--- src/hdl/sys_glue_pkg.sv ---
// Constants for the system glue block: address windows, register offsets,
// identifier layout and clock monitor timing.
// Assumes an 18-bit global byte address and byte-wide register data.
package sys_glue_pkg;

  localparam int ADDR_W = 18;
  localparam int DATA_W = 8;

  // Global address windows.
  localparam logic [17:0] REG_LOW = 18'h00000;
  localparam logic [17:0] REG_HIGH = 18'h003FF;
  localparam logic [17:0] INFO_LOW = 18'h00400;
  localparam logic [17:0] INFO_HIGH = 18'h0047F;
  localparam logic [17:0] RAM_LOW = 18'h00800;
  localparam logic [17:0] RAM_BASE_M1 = 18'h007FF;
  localparam logic [18:0] FLASH_END_P1 = 19'h40000;
  localparam logic [17:0] FLASH_HIGH = 18'h3FFFF;

  // Memory sizes in bytes.
  localparam logic [17:0] RAM_BYTE_COUNT = 18'h00800;
  localparam logic [18:0] FLASH_BYTE_COUNT = 19'h08000;
  // Implemented flash pages are this many bytes; they fill the whole flash window.
  localparam logic [18:0] FLASH_IMPL_BYTES = 19'h08000;

  // Register offsets inside the register window.
  localparam logic [9:0] OFF_PART_IDENT_HIGH = 10'h01A;
  localparam logic [9:0] OFF_PART_IDENT_LOW = 10'h01B;
  localparam logic [9:0] OFF_MODE = 10'h00B;
  localparam logic [9:0] OFF_MAP_CONTROL_ONE = 10'h013;
  localparam logic [9:0] OFF_CLOCK_CTRL = 10'h039;
  localparam logic [9:0] OFF_IRQ_STATUS = 10'h03A;
  localparam logic [9:0] OFF_IRQ_ENABLE = 10'h03B;
  localparam logic [9:0] OFF_IRQ_CLEAR = 10'h03C;

  // Field positions.
  localparam int MODE_BIT = 7;
  localparam int INFO_ROW_BIT = 0;
  localparam int CLK_SEL_BIT = 0;
  localparam int MON_EN_BIT = 1;
  localparam int EV_ILLEGAL = 0;
  localparam int EV_MON_TIMEOUT = 1;
  localparam int EV_RESERVED = 2;
  localparam int NUM_EVENTS = 3;

  // Identifier layout.
  localparam int ID_MAJ_FAM_LSB = 12;
  localparam int ID_MIN_FAM_LSB = 8;
  localparam int ID_MAJ_MASK_LSB = 4;
  localparam int ID_MIN_MASK_LSB = 0;

  // Reset values.
  localparam logic [7:0] MAP_CONTROL_RESET = 8'h00;
  localparam logic [7:0] CLOCK_CTRL_RESET = 8'h00;
  localparam logic [2:0] IRQ_ENABLE_RESET = 3'h0;

  // Clock monitor timeout.
  localparam int CLK_MHZ = 100;
  localparam int MON_TIMEOUT_US = 50;
  localparam int MON_TIMEOUT_CYC = MON_TIMEOUT_US * CLK_MHZ;

endpackage : sys_glue_pkg

--- src/hdl/sys_glue.sv ---
// System glue: global address decode, identifier registers, chip mode latch,
// clock source select and oscillator monitor with reset request.
// Assumes one bus master per cycle; the oscillator tick is synchronised into this domain here.
//
// Strobed register access was chosen for this implementation.
`timescale 1ns/100ps

module sys_glue #(
  parameter logic [3:0] MAJOR_FAMILY = 4'h5, // Arbitrary value.
  parameter logic [3:0] MINOR_FAMILY = 4'hA, // Arbitrary value.
  parameter logic [3:0] MAJOR_MASK = 4'h1, // Arbitrary value.
  parameter logic [3:0] MINOR_MASK = 4'h2, // Arbitrary value.
  parameter int MON_TIMEOUT_CYCLES = sys_glue_pkg::MON_TIMEOUT_CYC
) (
  // Clock and reset
  input wire logic clk,
  input wire logic reset,
  // Pins
  input wire logic mode_select_pin,
  input wire logic osc_tick,
  // Global bus from the masters
  input wire logic [17:0] addr,
  input wire logic [7:0] wdata,
  input wire logic wr,
  input wire logic rd,
  output logic [7:0] rdata,
  // Memory selects
  output logic sel_reg,
  output logic sel_info,
  output logic sel_ram,
  output logic sel_flash,
  // Clock and reset control, interrupt request
  output logic clock_src_osc,
  output logic flash_clk_is_bus,
  output logic illegal_reset_req,
  output logic monitor_reset_req,
  output logic irq
);

  logic [1:0] mode_sync_q;
  logic [1:0] osc_sync_q;
  logic mode_q;
  logic mode_taken_q;
  logic [7:0] map_q;
  logic [7:0] clkctl_q;
  logic [2:0] status_q;
  logic [2:0] enable_q;
  logic [7:0] rdata_q;
  logic osc_prev_q;
  logic [31:0] mon_cnt_q;
  logic illegal_q;
  logic mon_rst_q;
  logic [15:0] part_ident;
  logic in_reg, in_infowin, in_ram, in_flash, flash_impl, reserved;
  logic [9:0] off;
  logic [2:0] event_now;
  logic osc_edge;
  logic clear_hit;

  assign part_ident = {MAJOR_FAMILY, MINOR_FAMILY, MAJOR_MASK, MINOR_MASK};
  assign off = addr[9:0];

  // Decode.
  assign in_reg = (addr <= sys_glue_pkg::REG_HIGH);
  assign in_infowin = (addr >= sys_glue_pkg::INFO_LOW) && (addr <= sys_glue_pkg::INFO_HIGH);
  assign in_ram = (addr >= sys_glue_pkg::RAM_LOW)
                  && (addr <= 18'(sys_glue_pkg::RAM_BASE_M1 + sys_glue_pkg::RAM_BYTE_COUNT));
  assign in_flash = ({1'b0, addr} >= (sys_glue_pkg::FLASH_END_P1 - sys_glue_pkg::FLASH_BYTE_COUNT))
                    && (addr <= sys_glue_pkg::FLASH_HIGH);
  assign flash_impl = ({1'b0, addr} >= (sys_glue_pkg::FLASH_END_P1 - sys_glue_pkg::FLASH_IMPL_BYTES));
  assign reserved = !in_reg && !in_ram && !in_flash
                    && !(in_infowin && map_q[sys_glue_pkg::INFO_ROW_BIT]);

  assign sel_reg = in_reg && (rd || wr);
  assign sel_info = in_infowin && map_q[sys_glue_pkg::INFO_ROW_BIT] && (rd || wr);
  assign sel_ram = in_ram && (rd || wr);
  assign sel_flash = in_flash && flash_impl && (rd || wr);

  assign clock_src_osc = clkctl_q[sys_glue_pkg::CLK_SEL_BIT];
  // Flash and its program timing run from the bus clock, which is clk here.
  assign flash_clk_is_bus = 1'b1;
  assign illegal_reset_req = illegal_q;
  assign monitor_reset_req = mon_rst_q;
  assign rdata = rdata_q;
  assign irq = |(status_q & enable_q);

  // Mode pin synchroniser. It has no reset on purpose: it must keep sampling
  // the strap while reset is high, so that the first edge after release sees
  // the settled pin level and not a reset value.
  always_ff @(posedge clk)
  begin
    mode_sync_q <= {mode_sync_q[0], mode_select_pin};
  end

  // Oscillator tick synchroniser.
  always_ff @(posedge clk or posedge reset)
  begin
    if (reset)
      osc_sync_q <= 2'h0;
    else
      osc_sync_q <= {osc_sync_q[0], osc_tick};
  end

  // The pin is captured once at the first edge after release; later writes
  // may only move from special to normal mode, never back.
  always_ff @(posedge clk or posedge reset)
  begin
    if (reset)
    begin
      mode_q <= 1'b0;
      mode_taken_q <= 1'b0;
    end
    else if (!mode_taken_q)
    begin
      mode_q <= mode_sync_q[1];
      mode_taken_q <= 1'b1;
    end
    else if (wr && in_reg && off == sys_glue_pkg::OFF_MODE && !mode_q && wdata[sys_glue_pkg::MODE_BIT])
    begin
      mode_q <= 1'b1;
    end
  end

  // Control registers; identifier writes fall through and are ignored.
  always_ff @(posedge clk or posedge reset)
  begin
    if (reset)
    begin
      map_q <= sys_glue_pkg::MAP_CONTROL_RESET;
      clkctl_q <= sys_glue_pkg::CLOCK_CTRL_RESET;
      enable_q <= sys_glue_pkg::IRQ_ENABLE_RESET;
    end
    else if (wr && in_reg)
    begin
      unique case (off)
        sys_glue_pkg::OFF_MAP_CONTROL_ONE: map_q <= {7'h00, wdata[sys_glue_pkg::INFO_ROW_BIT]};
        sys_glue_pkg::OFF_CLOCK_CTRL: clkctl_q <= {6'h00, wdata[1:0]};
        sys_glue_pkg::OFF_IRQ_ENABLE: enable_q <= wdata[2:0];
        default: ;
      endcase
    end
  end

  // Read data, one cycle after the strobe; reserved and unmapped read zero.
  always_ff @(posedge clk or posedge reset)
  begin
    if (reset)
      rdata_q <= 8'h00;
    else if (rd && in_reg)
    begin
      unique case (off)
        sys_glue_pkg::OFF_PART_IDENT_HIGH: rdata_q <= part_ident[15:8];
        sys_glue_pkg::OFF_PART_IDENT_LOW: rdata_q <= part_ident[7:0];
        sys_glue_pkg::OFF_MODE: rdata_q <= {mode_q, 7'h00};
        sys_glue_pkg::OFF_MAP_CONTROL_ONE: rdata_q <= map_q;
        sys_glue_pkg::OFF_CLOCK_CTRL: rdata_q <= clkctl_q;
        sys_glue_pkg::OFF_IRQ_STATUS: rdata_q <= {5'h00, status_q};
        sys_glue_pkg::OFF_IRQ_ENABLE: rdata_q <= {5'h00, enable_q};
        default: rdata_q <= 8'h00;
      endcase
    end
    else
      rdata_q <= 8'h00;
  end

  // Illegal flash page reset request, one cycle pulse.
  always_ff @(posedge clk or posedge reset)
  begin
    if (reset)
      illegal_q <= 1'b0;
    else
      illegal_q <= (rd || wr) && in_flash && !flash_impl;
  end

  // Oscillator monitor; counts bus clocks between oscillator edges.
  assign osc_edge = osc_sync_q[1] ^ osc_prev_q;
  always_ff @(posedge clk or posedge reset)
  begin
    if (reset)
    begin
      osc_prev_q <= 1'b0;
      mon_cnt_q <= 32'h0;
      mon_rst_q <= 1'b0;
    end
    else
    begin
      osc_prev_q <= osc_sync_q[1];
      mon_rst_q <= 1'b0;
      if (!clkctl_q[sys_glue_pkg::MON_EN_BIT] || osc_edge)
        mon_cnt_q <= 32'h0;
      else if (mon_cnt_q == 32'(MON_TIMEOUT_CYCLES - 1))
      begin
        mon_cnt_q <= 32'h0;
        mon_rst_q <= 1'b1;
      end
      else
        mon_cnt_q <= mon_cnt_q + 32'h1;
    end
  end

  assign event_now[sys_glue_pkg::EV_ILLEGAL] = (rd || wr) && in_flash && !flash_impl;
  assign event_now[sys_glue_pkg::EV_MON_TIMEOUT] = clkctl_q[sys_glue_pkg::MON_EN_BIT] && !osc_edge
                                                  && mon_cnt_q == 32'(MON_TIMEOUT_CYCLES - 1);
  assign event_now[sys_glue_pkg::EV_RESERVED] = (rd || wr) && reserved;

  // A write of ones to the clear register drops the matching status bits.
  assign clear_hit = wr && in_reg && (off == sys_glue_pkg::OFF_IRQ_CLEAR);

  // Sticky status, one flop per event. A new event wins over a clear in the
  // same cycle, so software can never lose an event that it has not seen.
  for (genvar i = 0; i < sys_glue_pkg::NUM_EVENTS; i++)
  begin : g_status
    always_ff @(posedge clk or posedge reset)
    begin
      if (reset)
        status_q[i] <= 1'b0;
      else if (event_now[i])
        status_q[i] <= 1'b1;
      else if (clear_hit && wdata[i])
        status_q[i] <= 1'b0;
    end

    a_status_sticky: assert property (@(posedge clk) disable iff (reset)
      status_q[i] && !(clear_hit && wdata[i]) |=> status_q[i])
      else $error("status bit dropped without clear");

    a_event_sets: assert property (@(posedge clk) disable iff (reset)
      event_now[i] |=> status_q[i])
      else $error("event did not set status");

    a_clear_drops: assert property (@(posedge clk) disable iff (reset)
      clear_hit && wdata[i] && !event_now[i] |=> !status_q[i])
      else $error("status bit not cleared");
  end

  a_reserved_reads_zero: assert property (@(posedge clk) disable iff (reset)
    rd && reserved |=> rdata == 8'h00)
    else $error("reserved read not zero");

  a_ident_high_value: assert property (@(posedge clk) disable iff (reset)
    rd && in_reg && off == sys_glue_pkg::OFF_PART_IDENT_HIGH |=> rdata == part_ident[15:8])
    else $error("ident high wrong");

  a_ident_low_value: assert property (@(posedge clk) disable iff (reset)
    rd && in_reg && off == sys_glue_pkg::OFF_PART_IDENT_LOW |=> rdata == part_ident[7:0])
    else $error("ident low wrong");

  a_info_gated: assert property (@(posedge clk) disable iff (reset)
    sel_info |-> map_q[sys_glue_pkg::INFO_ROW_BIT])
    else $error("info row selected while off");

  a_reg_window: assert property (@(posedge clk) disable iff (reset)
    sel_reg |-> addr <= 18'h003FF)
    else $error("register select outside window");

  a_info_window: assert property (@(posedge clk) disable iff (reset)
    sel_info |-> addr >= 18'h00400 && addr <= 18'h0047F)
    else $error("info row select outside window");

  a_map_one_bit: assert property (@(posedge clk) disable iff (reset)
    map_q[7:1] == 7'h00)
    else $error("map control spare bits set");

  a_ram_window: assert property (@(posedge clk) disable iff (reset)
    sel_ram |-> addr >= 18'h00800 && addr <= 18'h00FFF)
    else $error("ram decode wrong");

  a_flash_window: assert property (@(posedge clk) disable iff (reset)
    sel_flash |-> addr >= 18'h38000)
    else $error("flash decode wrong");

  a_sel_exclusive: assert property (@(posedge clk) disable iff (reset)
    $onehot0({sel_reg, sel_info, sel_ram, sel_flash}))
    else $error("more than one window selected");

  a_reserved_no_select: assert property (@(posedge clk) disable iff (reset)
    (rd || wr) && reserved |-> !(sel_reg || sel_info || sel_ram || sel_flash))
    else $error("reserved access selected a window");

  a_reserved_write_quiet: assert property (@(posedge clk) disable iff (reset)
    wr && reserved && mode_taken_q |=> $stable(map_q) && $stable(clkctl_q) && $stable(enable_q) && $stable(mode_q))
    else $error("reserved write changed state");

  a_rdata_idle: assert property (@(posedge clk) disable iff (reset)
    !rd |=> rdata == 8'h00)
    else $error("read data outside read cycle");

  a_illegal_reset: assert property (@(posedge clk) disable iff (reset)
    (rd || wr) && in_flash && !flash_impl |=> illegal_reset_req)
    else $error("no illegal reset");

  a_mode_capture: assert property (@(posedge clk) disable iff (reset)
    !mode_taken_q |=> mode_q == $past(mode_sync_q[1]))
    else $error("mode not captured");

  a_mode_no_back: assert property (@(posedge clk) disable iff (reset)
    mode_taken_q && mode_q |=> mode_q)
    else $error("mode left normal");

  a_mode_write_special: assert property (@(posedge clk) disable iff (reset)
    mode_taken_q && !mode_q && !(wr && in_reg && off == sys_glue_pkg::OFF_MODE) |=> !mode_q)
    else $error("mode changed without write");

  a_mode_normal_pin: assert property (@(posedge clk) disable iff (reset)
    !mode_taken_q && mode_sync_q[1] |=> mode_q)
    else $error("normal mode missed");

  a_clock_select: assert property (@(posedge clk) disable iff (reset)
    clock_src_osc == clkctl_q[sys_glue_pkg::CLK_SEL_BIT])
    else $error("clock select mismatch");

  a_clkctl_bits: assert property (@(posedge clk) disable iff (reset)
    clkctl_q[7:2] == 6'h00)
    else $error("clock control spare bits set");

  a_monitor_reset: assert property (@(posedge clk) disable iff (reset)
    monitor_reset_req |-> $past(clkctl_q[sys_glue_pkg::MON_EN_BIT]))
    else $error("monitor reset unarmed");

  a_monitor_quiet: assert property (@(posedge clk) disable iff (reset)
    !clkctl_q[sys_glue_pkg::MON_EN_BIT] |=> !monitor_reset_req)
    else $error("monitor reset while disabled");

  a_monitor_pulse: assert property (@(posedge clk) disable iff (reset)
    monitor_reset_req |=> !monitor_reset_req)
    else $error("monitor reset longer than one cycle");

  a_flash_bus_clock: assert property (@(posedge clk) disable iff (reset)
    flash_clk_is_bus)
    else $error("flash not on bus clock");

  // Main scenarios that the bench is expected to reach.
  c_ident_read: cover property (@(posedge clk) rd && in_reg && off == sys_glue_pkg::OFF_PART_IDENT_HIGH);
  c_info_access: cover property (@(posedge clk) sel_info);
  c_illegal_page: cover property (@(posedge clk) illegal_reset_req);
  c_monitor_fire: cover property (@(posedge clk) monitor_reset_req);
  c_mode_upgrade: cover property (@(posedge clk) mode_taken_q && !mode_q ##1 mode_q);

endmodule : sys_glue

--- config.mk ---
export PLATFORM = sky130hd
export DESIGN_NAME = sys_glue
export DESIGN_NICKNAME = d
export VERILOG_FILES = /design/src/hdl/sys_glue_pkg.sv /design/src/hdl/sys_glue.sv
export SDC_FILE = /design/constraint.sdc
export NUM_CORES = 1
export LEC_CHECK = 0
export BUFFER_PORTS_ARGS = -buffer_cell sky130_fd_sc_hd__buf_2
export CAP_MARGIN = 10
export CORE_MARGIN = 1.5
export CORE_UTILIZATION = 60
export DETAILED_ROUTE_END_ITERATION = 12
export PLACE_DENSITY = 0.89
export SLEW_MARGIN = 20
export SYNTH_ARGS = -nofsm -noshare
export SYNTH_HDL_FRONTEND = slang
export SYNTH_SLANG_ARGS = --single-unit
--- constraint.sdc ---
create_clock -name clk -period 4.8 [get_ports clk]
set_input_delay 0.48 -clock clk [delete_from_list [all_inputs] [get_ports clk]]
set_output_delay 0.48 -clock clk [all_outputs]
set_load 0.03 [all_outputs]
* Yosys cells after proc, flatten, opt, wreduce, memory -nomap -nowiden
Cells that the tools add are included.
** Storage, ports and cells
- Bits of input ports :: 32
- Logic and storage cells :: 92
- Bits in registers :: 58
- Output and inout bits :: 17
** Cells by class
- $add $sub $neg :: 1
- Reductions and logical operators :: 43
- Eq/ne operators :: 10
- Multiplexer cells :: 14
- Magnitude comparators :: 7
- Bitwise gates (word level) :: 2
** Operator list (number)
- 32-bit two-way mux :: 2
- 8-bit one-hot mux with 7 select lines :: 1
- 10-bit by 6-bit equality test with 1-bit output, second input constant :: 4
- 32-bit by 1-bit adder with 32-bit output, second input constant :: 1
- 32-bit by 13-bit equality test with 1-bit output, second input constant :: 1
- 10-bit by 5-bit equality test with 1-bit output, second input constant :: 3
- 1-bit logical AND :: 26
- 18-bit by 11-bit >= comparator with 1-bit output, second input constant :: 1
- 18-bit by 12-bit >= comparator with 1-bit output, second input constant :: 1
- 18-bit >= comparator, second input constant :: 1
- 18-bit by 10-bit <= comparator with 1-bit output, second input constant :: 1
- 18-bit by 11-bit <= comparator with 1-bit output, second input constant :: 1
- 18-bit by 12-bit <= comparator with 1-bit output, second input constant :: 1
- 18-bit <= comparator, second input constant :: 1
- 10-bit by 4-bit equality test with 1-bit output, second input constant :: 1
- 1-bit two-way mux :: 10
- 1-bit logical NOT :: 8
- 8-bit two-way mux :: 1
- 2-bit AND reduction :: 3
- 2-bit nonzero test :: 3
- 3-bit bitwise AND :: 1
- 3-bit OR reduction :: 1
- 1-bit logical OR :: 2
- 2-bit by 1-bit inequality test with 1-bit output, second input constant :: 1
- 1-bit XOR :: 1

* Depth between registers and ports, before layout
- Word-level depth :: 8
- Gate-level depth with buffers :: 7
- Depth with buffers taken out :: 5

* Least setup slack after synthesis
OpenSTA, ideal clock, no wires.
- Path type :: input to output
- Start :: input port addr[12]
- End :: output port sel_info
- Buffers on the path :: 0
- Data arrival time :: 2227 ps
- Cell stages on the path :: 3
- Data required time :: 4320 ps
- Setup slack :: 2093 ps
- Cell sequence :: nor4_1 -> nand2_1 -> nor4_1
** Between the ends
- Cells in the longest elaborated chain, start to end :: 4
- Elaborated cells on any way between the ends :: 5
- Classes of those cells :: order compare (2); reduce/logical (3)
** RTL lines
- start: declaration :: RTL line sys_glue.sv:22 : input wire logic [17:0] addr,
- 18-bit by 11-bit >= comparator with 1-bit output or 18-bit by 11-bit <= comparator with 1-bit output (tied branches) :: RTL line sys_glue.sv:65 : assign in_infowin = (addr >= sys_glue_pkg::INFO_LOW) && (addr <= sys_glue_pkg::INFO_HIGH);
- 1-bit logical AND (*) :: RTL line sys_glue.sv:65
- 1-bit logical AND (*) (2 in series) :: RTL line sys_glue.sv:75 : assign sel_info = in_infowin && map_q[sys_glue_pkg::INFO_ROW_BIT] && (rd || wr);
- end: declaration :: RTL line sys_glue.sv:29 : output logic sel_info,
Every way passes the cells marked *; elsewhere a longest branch is shown, timed or not.

* Worst setup path after layout
Same ends and word-level chain as after synthesis.

==> reports/results.ini <==
[placed_design]
gp_congestion=0.870
port_buffers=42
dpl.hpwl_um=4220

[routing]
ant_nets=0
avgRoutedWirePerCell_um=15.5
routed_wl_um=6060
first_iter_violations=242
dr.pass1.iters=7
drc=0
num_vias=2481
drt-vias-per-instance=6.36

[clock_tree]
worstSkewPairLatency_ns=0.32
cts_num_sinks=56
cts_setup_buffers=0
cts_tree=done
ctsHoldBuffers=0
cts.repair.resized=0
cts_root_buffer=clkbuf_8
cts_buffer_depth=2
clkTransAtPathRegs_ns=0.10
numCtsBuffers=5
htree_num_levels=2

[worst_setup_path]
arrival_ns=1.95
crit_path_start=addr[12]
r2r_slack_ns=2.54
r2r_start=mon_cnt_q[0]
cpMaxStageDelayCell=nor4_1
critPathMaxFanout=3
cp_top_family=simple AND/OR/NAND/NOR gates
ff2ff_path_depth=5
path_cells=buf_2 -> nor4_1 -> nand2_1 -> nor4_1 -> buf_2
startpoint_type=primary input
r2r-end=mon_cnt_q[24]
critical_path_buf_inv_count=2
critPathCaptureType=output pin
slowest_delay_ns=0.60
cp_num_cells=5
crit_type=primary input to output pin
cp.required_ns=4.32

[synthesis]
synth_top_area_cell=dfrtp_1
synth.top_cell.area_share=0.468
synth-seq-area-share=0.482
syn_inst=300
yosys_warnings=0
synthArstFlopShare=0.964
ys_types=47
syn_avg_cell_area_um2=9.63
ys_seq_elements=56
ys.flop_type=dfrtp_1
synth_area_um2=2890
netlist_top_cells_area=dfrtp_1 (47%), nor4_1 (4.5%), nand4_1 (3.2%), or4_1 (2.9%), a21oi_1 (2.8%)
synth_edf_count=0

[cells_and_area]
diodes=0
final_util=0.683
n_fill_cell=359
drive_gt1_frac=0.196
area_growth_pct=10.9
fin_nets=368

[floorplanning]
fp.dieH_um=72.4
core_area_um2=4690
die_x_um=72.4
row_count=25
ios=49
initial_utilization=0.616
dieArea_um2=5240

[pwr]
p_int_mw=0.607
power-per-cell-area_nw_per_um2=246
power.switching_mw=0.181
vdd_drop_max_mv=0.146
p_leak_nw=1.31
p_comb_frac=0.057
seq_power_share=0.605
switching_share=0.229
p_clk_frac=0.338

[global_route]
grt.total_usage=0.241
grt_pass1_vias=2279
grt_pass1_wl_um=9870
antenna_found_initial=0
grt_max_degree=55
globalRouteOverflowTotal=0

[worst_hold_path]
hold_path.class=primary input to register
hold_start=mode_select_pin
holdPathStages=1
hold_end=mode_sync_q[0]

[timing]
fin_crit_ns=2.43
rsz0062_at_grt=no
final.setup.tns_ns=0
slew_viol_final=0
period_share=0.506
max_clock_freq_mhz=412
setup_viol_count_final=0
skew_ns=0.0109
hold_viol_final=0
slew-limit-headroom=0.398
tightest_slew_ns=0.902

[outcome]
outcome=completed

[run]
cap_viol_max_count=0

-- power groups by stage --
| stage | Combinational [mW] | Clock [mW] | Sequential, mW |
|---|---|---|---|
| finish | 0.0451 | 0.266 | 0.477 |
| global route | 0.0507 | 0.292 | 0.477 |
| CTS | 0.0454 | 0.275 | 0.477 |
| detailed placement | 0.0453 | 0 | 0.486 |
| global placement | 0.0444 | 0 | 0.486 |
| floorplan | 0.0260 | 0 | 0.486 |
-- how the worst max path moves through the flow --
stage	end	slack (ns)
after floorplan	sel_info	2.09
after global placement	clkctl_q[0]	2.35
after detailed placement	clkctl_q[0]	2.36
after CTS	sel_info	2.37
after global routing	sel_reg	2.17
final	sel_info	2.37
-- cell usage in the layout (no fill, tap or decap), drive strengths merged, types with 3 or more instances in the layout --
cell type,Yosys,layout
nor4,21,21
nor3,5,5
and3,4,4
buf,4,43
and4,5,5
o21ai,9,9
mux2,6,6
xor2,8,8
nand2,17,17
o31ai,9,9
xnor2,6,6
nor2,21,21
a31oi,3,3
or3,8,8
inv,13,12
a21oi,16,16
nand4,16,16
or4,14,14
dfrtp,54,54
mux2i,3,3
nand3b,4,4
conb,2,4
nand3,16,16
clkbuf,13,7
-- cells in the mapped netlist (all sizes together), types with 3 or more instances --
| cell | number |
|---|---|
| dfrtp | 54 |
| nor2 | 21 |
| nor4 | 21 |
| nand2 | 17 |
| a21oi | 16 |
| nand3 | 16 |
| nand4 | 16 |
| or4 | 14 |
| clkbuf | 13 |
| inv | 13 |
| o21ai | 9 |
| o31ai | 9 |
| or3 | 8 |
| xor2 | 8 |
| mux2 | 6 |
| xnor2 | 6 |
| and4 | 5 |
| nor3 | 5 |
| and3 | 4 |
| buf | 4 |
| nand3b | 4 |
| a31oi | 3 |
| mux2i | 3 |
-- final cells by class --
class	count	area, um^2	area share
repair buffers	43	218	0.0679
clock inverters	1	7.51	0.00234
well taps	54	67.6	0.0211
multi-input cells	216	1380	0.432
clock buffers	7	86.3	0.0269
inverters	13	50.0	0.0156
flip-flops and latches	56	1390	0.434
-- cells by family (layout without fill, tap and decap cells) --
| logic type | Yosys count | in the layout | synth area share |
|---|---|---|---|
| AND/OR/NAND/NOR | 140 | 140 | 0.286 |
| flip-flops | 56 | 56 | 0.482 |
| AO/OA/AOI/OAI | 48 | 48 | 0.106 |
| buffers and inverters | 30 | 64 | 0.0433 |
| XOR/XNOR | 14 | 14 | 0.0424 |
| multiplexers | 9 | 9 | 0.0338 |
| other | 2 | 4 | 0.00260 |
| adder cells (fa/ha/maj) | 1 | 1 | 0.00433 |
-- registers in the layout (all words and copies together), names as in the netlist, 2 cells and up --
| name | flops |
|---|---|
| status_q | 3 |
| mon_cnt_q | 32 |
| mode_sync_q | 2 |
| rdata | 6 |
| enable_q | 3 |
| clkctl_q | 2 |
| osc_sync_q | 2 |
-- per-stage QoR --
stage | area [um^2] | worst slack, ns | hold slack [ns] | power [mW] | std cells
2_1_floorplan | 2900 | 2.09 | 0.310 | 0.512 | 302
3_3_place_gp | 3110 | 2.35 | 0.312 | 0.530 | 382
3_5_place_dp | 3110 | 2.36 | 0.331 | 0.531 | 382
4_1_cts | 3200 | 2.37 | 0.258 | 0.797 | 390
5_1_grt | 3200 | 2.17 | 0.250 | 0.819 | 390
6_report | 3200 | 2.37 | 0.265 | 0.788 | 390
-- worst register-to-register path, cell delays in order (launching register included) --
cell and delay, ns:
dfrtp_1 0.40, ha_1 0.25, and2_1 0.28, nand3_1 0.39
or4b_2 0.73, a21oi_1 0.15
-- per-layer routing --
layer,global-route usage,vias to the layer above,share of wire
li1,-,1190,-
met1,0.311,1178,0.43
met2,0.399,106,0.50
met3,0.0556,7,0.058
met4,0.0922,0,0.012
met5,0,-,0
Power figures use the tool's default switching activity.
